**config.mk**
```make
export PLATFORM = sky130hd
export DESIGN_NAME = pvr_regs
export DESIGN_NICKNAME = d
export VERILOG_FILES = /design/src/rtl/pvr_pkg.sv /design/src/rtl/pvr_irq_if.sv /design/src/rtl/pvr_energy_timer.sv /design/src/rtl/pvr_irq_latch.sv /design/src/rtl/pvr_regs.sv
export VERILOG_INCLUDE_DIRS = /design/src /design/src/rtl
export SDC_FILE = /design/constraint.sdc
export NUM_CORES = 1
export LEC_CHECK = 0
export ABC_AREA = 1
export ABC_CLOCK_PERIOD_IN_PS = 4100
export BUFFER_PORTS_ARGS = -buffer_cell sky130_fd_sc_hd__buf_2
export CAP_MARGIN = 20
export CORE_AREA = 2 2 114 116
export DETAILED_ROUTE_END_ITERATION = 6
export DIE_AREA = 0 0 116 118
export SYNTH_ARGS = -nofsm -noshare
export SYNTH_HDL_FRONTEND = slang
export SYNTH_SLANG_ARGS = --single-unit
```
**constraint.sdc**
```tcl
create_clock -name sys_clk -period 4.1 [get_ports sys_clk]
set_input_delay 0.41 -clock sys_clk [delete_from_list [all_inputs] [get_ports sys_clk]]
set_output_delay 0.41 -clock sys_clk [all_outputs]
set_load 0.05 [all_outputs]
```
**src/rtl/pvr_consts.svh**
```systemverilog
// constants of the phy vendor control register bank
// Functional notes
// - bit 13 of register 17 enables energy-detect power-down; resets to zero
// - energy-present status drops to zero after 256 ms without line energy
// - energy-present is one after hardware reset, untouched by soft reset
// - register 18 holds mode in 7:5, address in 4:0, kept over soft reset
// - modes 000 and 001 give 10 Mb/s half and full, no autonegotiation
// - modes 010 and 011 give fixed 100 Mb/s; carrier on tx only in half
// - mode 100 autonegotiates advertising 100 half only; control 1101, adv 0100
// - mode 101 is repeater: autonegotiate, 100 half, carrier on receive only
// - mode 111 advertises all four; speed and duplex follow negotiated result
// - register 27 bit 15 picks strap or bits 14:13 for crossover; resets zero
// - override with bit 14 set enables automatic crossover; bit 13 kept zero
// - override, manual crossover: bit 13 zero straight pairs, one swaps them
// - register 27 bit 10 holds the 10M receive pll on reference; kept
// - register 27 bit 4 reports 10BASE-T receive polarity reversed
// - register 27 bits 3:0 are read-only and ignore writes
// - flags 7, 6, 5 latch energy, autonegotiation done, remote fault
// - flags 4 to 1 latch link down, ack, parallel fault, page; 0 reserved
// - link-down flag takes the line link state at reset
// - mask bits 7:0 of register 30 enable each source; reset to zero
`ifndef PVR_CONSTS_SVH
`define PVR_CONSTS_SVH

// register indices
`define PVR_IDX_EDPD 5'h11
`define PVR_IDX_SMODE 5'h12
`define PVR_IDX_XCTL 5'h1b
`define PVR_IDX_IRQSRC 5'h1d
`define PVR_IDX_IRQMASK 5'h1e

// field positions
`define PVR_EDPD_BIT 13
`define PVR_ENERGY_BIT 1
`define PVR_MODE_HI 7
`define PVR_MODE_LO 5
`define PVR_ADDR_HI 4
`define PVR_ADDR_LO 0
`define PVR_XOVR_BIT 15
`define PVR_XAUTO_BIT 14
`define PVR_XSTATE_BIT 13
`define PVR_PLL_BIT 10
`define PVR_POL_BIT 4
`define PVR_IRQ_LINK_BIT 4

// writable masks and reset values
`define PVR_EDPD_RW_MASK 16'hfffd
`define PVR_XCTL_RW_MASK 16'hfbe0
`define PVR_EDPD_RST 16'h0000
`define PVR_SMODE_RST 16'h00e1
`define PVR_XCTL_RST 16'h0000
`define PVR_PLL_RST 1'b0
`define PVR_MASK_RST 8'h00

// energy timeout
`define PVR_CLK_HZ 50000000
`define PVR_ENERGY_WINDOW_MS 256
`define PVR_ENERGY_CYCLES (`PVR_ENERGY_WINDOW_MS * (`PVR_CLK_HZ / 1000))

`endif

```
**src/rtl/pvr_pkg.sv**
```systemverilog
// types shared by the phy vendor control register bank
package pvr_pkg;
  typedef enum logic [2:0] {
    PVR_M_10HD = 3'h0,
    PVR_M_10FD = 3'h1,
    PVR_M_100HD = 3'h2,
    PVR_M_100FD = 3'h3,
    PVR_M_AN100HD = 3'h4,
    PVR_M_REPEATER = 3'h5,
    PVR_M_RSVD = 3'h6,
    PVR_M_ALLCAP = 3'h7
  } pvr_opmode_t;

  typedef struct packed {
    logic autoneg;
    logic speed100;
    logic full_duplex;
    logic crs_on_tx;
    logic repeater;
    logic [3:0] adv;
  } pvr_cfg_t;
endpackage

```
**src/rtl/pvr_irq_if.sv**
```systemverilog
// carrier between the register bank and its interrupt flag latch
`timescale 1ns/1ps
interface pvr_irq_if;
  logic [7:1] evt;
  logic rd_clear;
  logic link_init;
  logic [7:0] flags;
  modport ctrl (output evt, output rd_clear, output link_init, input flags);
  modport latch (input evt, input rd_clear, input link_init, output flags);
endinterface

```
**src/rtl/pvr_energy_timer.sv**
```systemverilog
// energy-present status with its silence timeout
`timescale 1ns/1ps
`include "pvr_consts.svh"
module pvr_energy_timer #(
  parameter int unsigned CYCLES = `PVR_ENERGY_CYCLES
) (
  // clock and reset
  input wire logic sys_clk,
  input wire logic reset,
  // line side
  input wire logic line_energy_valid,
  // status
  output logic energy_present,
  output logic energy_rise
);
  logic [23:0] silent_cnt;

  // count silent cycles; any energy restarts the window
  always_ff @(posedge sys_clk or posedge reset) begin
    if (reset) begin
      silent_cnt <= 24'h000000;
    end else if (line_energy_valid) begin
      silent_cnt <= 24'h000000;
    end else if (silent_cnt != 24'(CYCLES - 1)) begin
      silent_cnt <= silent_cnt + 24'h000001;
    end
  end

  // status is one from hardware reset; soft reset never reaches here
  always_ff @(posedge sys_clk or posedge reset) begin
    if (reset) begin
      energy_present <= 1'b1;
      energy_rise <= 1'b0;
    end else begin
      energy_rise <= line_energy_valid && !energy_present;
      if (line_energy_valid) begin
        energy_present <= 1'b1;
      end else if (silent_cnt == 24'(CYCLES - 1)) begin
        energy_present <= 1'b0;
      end
    end
  end

  a_energy_drop: assert property (@(posedge sys_clk) disable iff (reset)
    $fell(energy_present) |-> $past(silent_cnt) == 24'(CYCLES - 1) && !$past(line_energy_valid))
    else $error("energy status fell before the silence window ran out");
endmodule // pvr_energy_timer

```
**src/rtl/pvr_irq_latch.sv**
```systemverilog
// sticky interrupt source flags, cleared by reading
`timescale 1ns/1ps
module pvr_irq_latch (
  // clock and reset
  input wire logic sys_clk,
  input wire logic reset,
  // flag carrier
  pvr_irq_if.latch bus
);
  logic init_pending;
  logic [7:0] set_vec;

  assign set_vec = {bus.evt, 1'b0};

  // first cycle after release loads link state into the link-down flag
  always_ff @(posedge sys_clk or posedge reset) begin
    if (reset) begin
      init_pending <= 1'b1;
    end else begin
      init_pending <= 1'b0;
    end
  end

  // set wins over the read clear
  always_ff @(posedge sys_clk or posedge reset) begin
    if (reset) begin
      bus.flags <= 8'h00;
    end else if (init_pending) begin
      bus.flags <= set_vec | {3'h0, bus.link_init, 4'h0};
    end else if (bus.rd_clear) begin
      bus.flags <= set_vec;
    end else begin
      bus.flags <= bus.flags | set_vec;
    end
  end

  a_flag_sticky: assert property (@(posedge sys_clk) disable iff (reset)
    bus.flags[6] && !bus.rd_clear |=> bus.flags[6])
    else $error("auto-negotiation flag dropped without a read");
  a_flag_readclr: assert property (@(posedge sys_clk) disable iff (reset)
    !init_pending && bus.rd_clear && !bus.evt[5] |=> !bus.flags[5])
    else $error("remote fault flag survived a read");
  a_flag_rsvd: assert property (@(posedge sys_clk) disable iff (reset)
    !bus.flags[0])
    else $error("reserved flag bit set");
endmodule // pvr_irq_latch

```
**src/rtl/pvr_regs.sv**
```systemverilog
// vendor management registers of the 10/100 phy
`timescale 1ns/1ps
`include "pvr_consts.svh"
module pvr_regs #(
  parameter int unsigned ENERGY_CYCLES = `PVR_ENERGY_CYCLES
) (
  // clock and resets
  input wire logic sys_clk,
  input wire logic reset,
  input wire logic soft_reset,
  // management access by register index
  input wire logic [4:0] reg_index,
  input wire logic reg_wr,
  input wire logic reg_rd,
  input wire logic [15:0] reg_wdata,
  output logic [15:0] reg_rdata,
  // line and negotiation status
  input wire logic line_energy_valid,
  input wire logic link_up,
  input wire logic autoneg_done_evt,
  input wire logic remote_fault_evt,
  input wire logic partner_ack_evt,
  input wire logic parallel_fault_evt,
  input wire logic page_received_evt,
  input wire logic crossover_auto_strap,
  input wire logic tenbase_polarity_reversed,
  input wire logic neg_speed100,
  input wire logic neg_full_duplex,
  // operating controls
  output logic energy_detect_powerdown_en,
  output pvr_pkg::pvr_opmode_t op_mode,
  output logic [4:0] phy_mgmt_addr,
  output logic autoneg_en,
  output logic ctrl_speed100,
  output logic ctrl_full_duplex,
  output logic [3:0] adv_abilities,
  output logic crs_on_tx,
  output logic repeater_mode,
  output logic crossover_auto_en,
  output logic crossover_swap,
  output logic rx_pll10_ref_lock,
  // status
  output logic energy_present,
  output logic phy_irq
);
  import pvr_pkg::*;

  logic [15:0] edpd_reg;
  logic [15:0] smode_reg;
  logic [15:0] xctl_reg;
  logic [7:0] irq_mask;
  logic [15:0] next_rdata;
  logic energy_rise;
  logic link_up_d;
  pvr_cfg_t cfg;
  pvr_opmode_t mode_now;

  pvr_irq_if irq_bus ();

  // true when this cycle writes the given index
  function automatic logic wr_hit(input logic [4:0] idx);
    wr_hit = reg_wr && (reg_index == idx);
  endfunction

  // mode table: controls and advertisement implied by each mode
  function automatic pvr_cfg_t mode_profile(input pvr_opmode_t m, input logic spd,
                                            input logic dup);
    pvr_cfg_t c;
    c = '0;
    unique case (m)
      PVR_M_10HD: begin
        c.full_duplex = 1'b0;
        c.crs_on_tx = 1'b1;
      end
      PVR_M_10FD: begin
        c.full_duplex = 1'b1;
      end
      PVR_M_100HD: begin
        c.speed100 = 1'b1;
        c.crs_on_tx = 1'b1;
      end
      PVR_M_100FD: begin
        c.speed100 = 1'b1;
        c.full_duplex = 1'b1;
      end
      PVR_M_AN100HD: begin
        c.autoneg = 1'b1;
        c.speed100 = 1'b1;
        c.crs_on_tx = 1'b1;
        c.adv = 4'h4;
      end
      PVR_M_REPEATER: begin
        c.autoneg = 1'b1;
        c.speed100 = 1'b1;
        c.repeater = 1'b1;
        c.adv = 4'h4;
      end
      PVR_M_ALLCAP: begin
        c.autoneg = 1'b1;
        c.speed100 = spd;
        c.full_duplex = dup;
        c.crs_on_tx = !dup;
        c.adv = 4'hf;
      end
      default: begin
        c.crs_on_tx = 1'b1; // reserved code: quiet 10 half, nothing advertised
      end
    endcase
    return c;
  endfunction

  // energy status and timeout
  pvr_energy_timer #(
    .CYCLES(ENERGY_CYCLES)
  ) u_energy (
    .sys_clk(sys_clk),
    .reset(reset),
    .line_energy_valid(line_energy_valid),
    .energy_present(energy_present),
    .energy_rise(energy_rise)
  );

  // interrupt source latch
  pvr_irq_latch u_irq (
    .sys_clk(sys_clk),
    .reset(reset),
    .bus(irq_bus.latch)
  );

  // link loss edge detector
  always_ff @(posedge sys_clk or posedge reset) begin
    if (reset) begin
      link_up_d <= 1'b0;
    end else begin
      link_up_d <= link_up;
    end
  end

  // event vector into the flag latch
  assign irq_bus.evt = {energy_rise, autoneg_done_evt, remote_fault_evt,
                        link_up_d && !link_up, partner_ack_evt,
                        parallel_fault_evt, page_received_evt};
  assign irq_bus.rd_clear = reg_rd && (reg_index == `PVR_IDX_IRQSRC);
  assign irq_bus.link_init = !link_up;

  // register 17: power-down enable and reserved read/write bits
  always_ff @(posedge sys_clk or posedge reset) begin
    if (reset) begin
      edpd_reg <= `PVR_EDPD_RST;
    end else if (soft_reset) begin
      edpd_reg <= `PVR_EDPD_RST;
    end else if (wr_hit(`PVR_IDX_EDPD)) begin
      edpd_reg <= reg_wdata & `PVR_EDPD_RW_MASK;
    end
  end

  assign energy_detect_powerdown_en = edpd_reg[`PVR_EDPD_BIT];

  // register 18: mode and address, kept over soft reset
  always_ff @(posedge sys_clk or posedge reset) begin
    if (reset) begin
      smode_reg <= `PVR_SMODE_RST;
    end else if (wr_hit(`PVR_IDX_SMODE)) begin
      smode_reg <= reg_wdata;
    end
  end

  assign mode_now = pvr_opmode_t'(smode_reg[`PVR_MODE_HI:`PVR_MODE_LO]);
  assign phy_mgmt_addr = smode_reg[`PVR_ADDR_HI:`PVR_ADDR_LO];
  assign op_mode = mode_now;

  // register 27: crossover control, soft reset clears it
  always_ff @(posedge sys_clk or posedge reset) begin
    if (reset) begin
      xctl_reg <= `PVR_XCTL_RST;
    end else if (soft_reset) begin
      xctl_reg <= `PVR_XCTL_RST;
    end else if (wr_hit(`PVR_IDX_XCTL)) begin
      xctl_reg <= reg_wdata & `PVR_XCTL_RW_MASK;
    end
  end

  // register 27 bit 10: receive pll hold, kept over soft reset
  always_ff @(posedge sys_clk or posedge reset) begin
    if (reset) begin
      rx_pll10_ref_lock <= `PVR_PLL_RST;
    end else if (wr_hit(`PVR_IDX_XCTL)) begin
      rx_pll10_ref_lock <= reg_wdata[`PVR_PLL_BIT];
    end
  end

  // register 30: interrupt mask
  always_ff @(posedge sys_clk or posedge reset) begin
    if (reset) begin
      irq_mask <= `PVR_MASK_RST;
    end else if (soft_reset) begin
      irq_mask <= `PVR_MASK_RST;
    end else if (wr_hit(`PVR_IDX_IRQMASK)) begin
      irq_mask <= reg_wdata[7:0];
    end
  end

  // masked interrupt request
  always_ff @(posedge sys_clk or posedge reset) begin
    if (reset) begin
      phy_irq <= 1'b0;
    end else begin
      phy_irq <= |(irq_bus.flags & irq_mask);
    end
  end

  // crossover source and pair mapping
  always_ff @(posedge sys_clk or posedge reset) begin
    if (reset) begin
      crossover_auto_en <= 1'b0;
      crossover_swap <= 1'b0;
    end else if (!xctl_reg[`PVR_XOVR_BIT]) begin
      crossover_auto_en <= crossover_auto_strap;
      crossover_swap <= 1'b0;
    end else begin
      crossover_auto_en <= xctl_reg[`PVR_XAUTO_BIT];
      // automatic detection wins if all three bits are written as one
      crossover_swap <= !xctl_reg[`PVR_XAUTO_BIT] && xctl_reg[`PVR_XSTATE_BIT];
    end
  end

  // operating controls decoded from the mode field
  assign cfg = mode_profile(mode_now, neg_speed100, neg_full_duplex);

  always_ff @(posedge sys_clk or posedge reset) begin
    if (reset) begin
      autoneg_en <= 1'b0;
      ctrl_speed100 <= 1'b0;
      ctrl_full_duplex <= 1'b0;
      adv_abilities <= 4'h0;
      crs_on_tx <= 1'b0;
      repeater_mode <= 1'b0;
    end else begin
      autoneg_en <= cfg.autoneg;
      ctrl_speed100 <= cfg.speed100;
      ctrl_full_duplex <= cfg.full_duplex;
      adv_abilities <= cfg.adv;
      crs_on_tx <= cfg.crs_on_tx;
      repeater_mode <= cfg.repeater;
    end
  end

  // read data mux; unmapped indices read zero
  always_comb begin
    next_rdata = 16'h0000;
    unique case (reg_index)
      `PVR_IDX_EDPD: begin
        next_rdata = edpd_reg;
        next_rdata[`PVR_ENERGY_BIT] = energy_present;
      end
      `PVR_IDX_SMODE: begin
        next_rdata = smode_reg;
      end
      `PVR_IDX_XCTL: begin
        next_rdata = xctl_reg;
        next_rdata[`PVR_PLL_BIT] = rx_pll10_ref_lock;
        next_rdata[`PVR_POL_BIT] = tenbase_polarity_reversed;
      end
      `PVR_IDX_IRQSRC: begin
        next_rdata = {8'h00, irq_bus.flags};
      end
      `PVR_IDX_IRQMASK: begin
        next_rdata = {8'h00, irq_mask};
      end
      default: begin
        next_rdata = 16'h0000;
      end
    endcase
  end

  // read data is captured on the read strobe and held
  always_ff @(posedge sys_clk or posedge reset) begin
    if (reset) begin
      reg_rdata <= 16'h0000;
    end else if (reg_rd) begin
      reg_rdata <= next_rdata;
    end
  end

  a_edpd_write: assert property (@(posedge sys_clk) disable iff (reset)
    reg_wr && reg_index == `PVR_IDX_EDPD && !soft_reset
    |=> energy_detect_powerdown_en == $past(reg_wdata[13]))
    else $error("power-down enable did not follow the write");
  a_addr_kept: assert property (@(posedge sys_clk) disable iff (reset)
    soft_reset && !(reg_wr && reg_index == `PVR_IDX_SMODE) |=> $stable(phy_mgmt_addr))
    else $error("management address changed on soft reset");
  a_mode_fixed: assert property (@(posedge sys_clk) disable iff (reset)
    mode_now == PVR_M_100FD ##1 mode_now == PVR_M_100FD
    |-> !autoneg_en && ctrl_speed100 && ctrl_full_duplex && !crs_on_tx)
    else $error("fixed 100 full mode decoded wrongly");
  a_mode_an100: assert property (@(posedge sys_clk) disable iff (reset)
    mode_now == PVR_M_AN100HD |=> autoneg_en && adv_abilities == 4'h4 && crs_on_tx)
    else $error("autonegotiated 100 half mode decoded wrongly");
  a_mode_allcap: assert property (@(posedge sys_clk) disable iff (reset)
    mode_now == PVR_M_ALLCAP
    |=> adv_abilities == 4'hf && ctrl_speed100 == $past(neg_speed100))
    else $error("all-capable mode did not follow the negotiated speed");
  a_xover_strap: assert property (@(posedge sys_clk) disable iff (reset)
    !xctl_reg[15] |=> crossover_auto_en == $past(crossover_auto_strap) && !crossover_swap)
    else $error("strap did not steer crossover without override");
  a_xover_swap: assert property (@(posedge sys_clk) disable iff (reset)
    xctl_reg[15] && !xctl_reg[14] |=> crossover_swap == $past(xctl_reg[13]))
    else $error("manual crossover state not applied");
  a_pll_kept: assert property (@(posedge sys_clk) disable iff (reset)
    soft_reset && !reg_wr |=> $stable(rx_pll10_ref_lock))
    else $error("pll hold changed on soft reset");
  a_low_nibble: assert property (@(posedge sys_clk) disable iff (reset)
    reg_rd && reg_index == `PVR_IDX_XCTL |=> reg_rdata[3:0] == 4'h0)
    else $error("read-only low bits of register 27 changed");

  // mode table, status read-back and masking checks
  a_mode_10half: assert property (@(posedge sys_clk) disable iff (reset)
    mode_now == PVR_M_10HD
    |=> !autoneg_en && !ctrl_speed100 && !ctrl_full_duplex && crs_on_tx)
    else $error("10 half mode decoded wrongly");
  a_mode_10full: assert property (@(posedge sys_clk) disable iff (reset)
    mode_now == PVR_M_10FD
    |=> !autoneg_en && !ctrl_speed100 && ctrl_full_duplex && adv_abilities == 4'h0)
    else $error("10 full mode decoded wrongly");
  a_mode_100half: assert property (@(posedge sys_clk) disable iff (reset)
    mode_now == PVR_M_100HD
    |=> !autoneg_en && ctrl_speed100 && !ctrl_full_duplex && crs_on_tx)
    else $error("fixed 100 half mode decoded wrongly");
  a_mode_repeater: assert property (@(posedge sys_clk) disable iff (reset)
    mode_now == PVR_M_REPEATER
    |=> autoneg_en && repeater_mode && adv_abilities == 4'h4 && !crs_on_tx)
    else $error("repeater mode decoded wrongly");
  a_energy_read: assert property (@(posedge sys_clk) disable iff (reset)
    reg_rd && reg_index == `PVR_IDX_EDPD |=> reg_rdata[1] == $past(energy_present))
    else $error("energy status not seen in register 17");
  a_polarity_read: assert property (@(posedge sys_clk) disable iff (reset)
    reg_rd && reg_index == `PVR_IDX_XCTL
    |=> reg_rdata[4] == $past(tenbase_polarity_reversed))
    else $error("receive polarity not seen in register 27");
  a_link_flag: assert property (@(posedge sys_clk) disable iff (reset)
    link_up_d && !link_up |=> irq_bus.flags[`PVR_IRQ_LINK_BIT])
    else $error("link loss did not latch its flag");
  a_irq_masked: assert property (@(posedge sys_clk) disable iff (reset)
    irq_mask == 8'h00 |=> !phy_irq)
    else $error("interrupt raised with every source masked");
endmodule // pvr_regs

```
==> results.yml <==
synth:
  synth_largest_area_cell: "sky130_fd_sc_hd__dfrtp_1"
  synthesis.area_mm2: 0.00552
  per_instance_average_area_after_synthesis_um2: 7.81
  dominantRegCellSynth: "sky130_fd_sc_hd__dfrtp_1"
  netlist_top_cells_area: "sky130_fd_sc_hd__dfrtp_1, sky130_fd_sc_hd__nand2_1, sky130_fd_sc_hd__nand3_1"
  ys_warn_count: 0
  yosys.area.top_type_share_pct: 47.6
  synth_nets: 745
  netlist_instances: 707
  number_of_enable_type_register_cells_in_the_synthesized_netlist: 0
  synth-seq-cells: 111
  synth.yosys.seq_area_share_pct: 50.5
  yosys.cell_types.count: 35
  asyncSetResetFlopFracSynth_pct: 100
sta:
  timing.fmax_ghz: 0.512
  fin_crit_sh_pct: 47.6
  min_period_ns: 1.95
  unrepaired_setup_endpoints_after_global_routing: "false"
  tns_ns: 0
  clock_skew_ns: 0.00669
  worst_slew_margin_rel_pct: 51.0
  holdWs_ns: 0.173
  slew_violations: 0
  finalHoldViolCount: 0
  worst-slew-pin-transition_ns: 0.732
  setup_viols_final: 0
floorplan:
  boundaryPins: 76
  floorplan.die_area_mm2: 0.0137
  core.rowCount: 41
  placeableCoreArea_mm2: 0.0124
  initial_core_util_pct: 44.5
  die_x_um: 116
  die_h_um: 118
finish:
  final_layout_size_suffix_gt1_share_pct: 17.8
  design_area_mm2: 0.00628
  areaGrowthSynthToFinish_pct: 13.7
  commonest_non_fill_non_tap_cell_in_the_layout: "sky130_fd_sc_hd__nand2_1"
  fill_cells: 1253
  largest_reg_flops: 24
  diodes: 0
  design.final.nets: 802
  layout.cells.most_common_list: "sky130_fd_sc_hd__nand2_1, sky130_fd_sc_hd__dfrtp_1, sky130_fd_sc_hd__buf_2"
min_path:
  worstHoldPathType: "in2reg"
grt:
  grtUsageTotal_pct: 20.8
  grt_remaining_overflow: 0
  antenna_found_initial: 0
  grt_pass1_wl_mm: 22.3
  number_of_global_route_vias_before_repair: 4514
  largest_net_degree_at_the_start_of_global_routing: 57
flow_run:
  maxCapViolations: 0
routing:
  number_of_design_rule_violations_left_after_detail_routing: 0
  post_drt_wl_per_cell_um: 14.3
  postRouteAntennaNets: 0
  detail_route.vias_per_cell: 4.98
  dr.pass1.iters: 4
  drt_iter0_markers: 326
  detail_route.wirelength_mm: 13.5
  detailroute.via_count: 4683
clocking:
  cts_buffer_depth: 2
  ctsHoldBuffers: 0
  clock-sinks: 111
  cts_max_level: 3
  cts-buffers-inserted: 9
  tritoncts_clock_tree: "yes"
  clk_latency_ns: 0.35
  post_cts_buffers: 0
  cts-root-buf: "sky130_fd_sc_hd__clkbuf_16"
  clk_pin_slew_ns: 0.07
  postCtsResizedCells: 0
critical_path:
  critPathCapture: "u_energy.silent_cnt[12]"
  worst_r2r_path_depth: 8
  arrival_ns: 2.20
  worstPathRequired_ns: 4.34
  worst_path_largest_cell_delay_ns: 0.47
  timing.critical_path.cells: "ha_1 -> nand2_2 -> nor2_4 -> nand2_2 -> nor2_4 -> nand3_2 -> inv_1 -> nor2_1"
  ws_path_type: "reg2reg"
  rrSetupSlack_ns: 2.15
  worst_setup_path_start_kind: "register"
  startpoint: "u_energy.silent_cnt[0]"
  timing.critical_path.to_type: "register"
  worst_path_max_delay_cell: "sky130_fd_sc_hd__dfrtp_1"
  rr_startpoint: "u_energy.silent_cnt[0]"
  crit_path_max_fanout: 11
  worstReg2RegEnd: "u_energy.silent_cnt[12]"
placed_design:
  post_placement_cell_area_mm2: 0.00592
  gp_routability_congestion: 0.858
  placed_wire_length_estimate_after_detailed_placement_mm: 9.98
  buffer_ports.inserted: 75
status:
  result_of_the_run: "complete, no violations"
power_and_ir_drop:
  static-leakage-power_nw: 3.23
  worst_ir_drop_vdd_mv: 0.188
  design_power_total_mw: 2.68
  power.density_mw_per_mm2: 426
[layout make-up]
type | count | area, µm² | area share, %
clock inverter | 6 | 115 | 1.83
multi-input combinational | 497 | 2270 | 36.2
sequential | 111 | 2790 | 44.4
inverter | 67 | 254 | 4.05
timing repair buffer | 78 | 398 | 6.34
clock buffer | 10 | 239 | 3.81
tap | 172 | 215 | 3.43
[worst min path at each step]
stage / from / to / slack [ns] / cells after the start
detailed placement: u_energy.energy_rise / u_irq.bus.flags[7] / 0.43 / 2
CTS: link_up / link_up_d / 0.16 / 1
global route: link_up / link_up_d / 0.17 / 1
global placement: u_energy.energy_rise / u_irq.bus.flags[7] / 0.43 / 2
floorplan: u_energy.energy_rise / u_irq.bus.flags[7] / 0.41 / 2
finish: link_up / link_up_d / 0.17 / 1
[stage by stage]
step / setup WS [ns] / utilization, % / std cells
final: 2.15 / 50.6 / 941
after global routing: 1.92 / 50.6 / 941
after CTS: 2.16 / 50.6 / 941
after detailed placement: 1.81 / 47.7 / 925
after global placement: 1.89 / 47.7 / 925
after floorplan: 0.769 / - / 707
[cells in the mapped netlist (2+ instances only)]
library cell and n:
sky130_fd_sc_hd__nand2_1 255, sky130_fd_sc_hd__dfrtp_1 105, sky130_fd_sc_hd__nor2_1 74, sky130_fd_sc_hd__nand3_1 67, sky130_fd_sc_hd__inv_1 64, sky130_fd_sc_hd__nand4_1 16, sky130_fd_sc_hd__buf_4 14, sky130_fd_sc_hd__o21ai_0 13
sky130_fd_sc_hd__o21ai_2 12, sky130_fd_sc_hd__o21ai_1 9, sky130_fd_sc_hd__o31ai_1 8, sky130_fd_sc_hd__buf_2 7, sky130_fd_sc_hd__a21oi_1 6, sky130_fd_sc_hd__dfstp_2 6, sky130_fd_sc_hd__nand2_2 6, sky130_fd_sc_hd__nor2_4 5
sky130_fd_sc_hd__o21bai_1 5, sky130_fd_sc_hd__buf_6 4, sky130_fd_sc_hd__clkbuf_1 4, sky130_fd_sc_hd__or2_2 4, sky130_fd_sc_hd__buf_1 3, sky130_fd_sc_hd__nor2_2 3, sky130_fd_sc_hd__inv_2 2, sky130_fd_sc_hd__nand2_4 2
sky130_fd_sc_hd__xnor2_1 2, sky130_fd_sc_hd__xor2_1 2
[worst max-delay path: cells and delay by family, from the launching register on]
kind	cells	cell delay [ns]
DFF	1	0.47
adders and majority gates	1	0.39
and+or+nand+nor	6	0.86
buffers and inverters	1	0.11
[power breakdown]
group	total [mW]	internal [mW]	switching [mW]	leakage (nW)
clock	1.02	0.617	0.404	0.169
sequential	1.26	1.19	0.0657	1.44
combinational	0.401	0.0972	0.304	1.63
[logic make-up (layout without fill, tap and decap cells)]
logic type / after synthesis / after routing / synth area share, %
simple gates: 436 / 436 / 33.7
flops: 111 / 111 / 50.5
buf+inv: 99 / 161 / 8.39
compound gates: 55 / 55 / 6.48
xor+xnor: 4 / 4 / 0.635
fa+ha+maj: 1 / 1 / 0.227
other cells: 1 / 1 / 0.0679
[per-layer routing]
layer  wire length, µm  track usage (%)  share of wire, %  vias to the layer above
li1                  -                -                 -                     2331
met1              6260             28.7                46                     2208
met2              6320             32.9                47                      125
met3               668             5.05               5.0                       19
met4               236             5.58               1.7                        0
met5                 0                0                 0                        -
(Power assumes the default switching activity.)
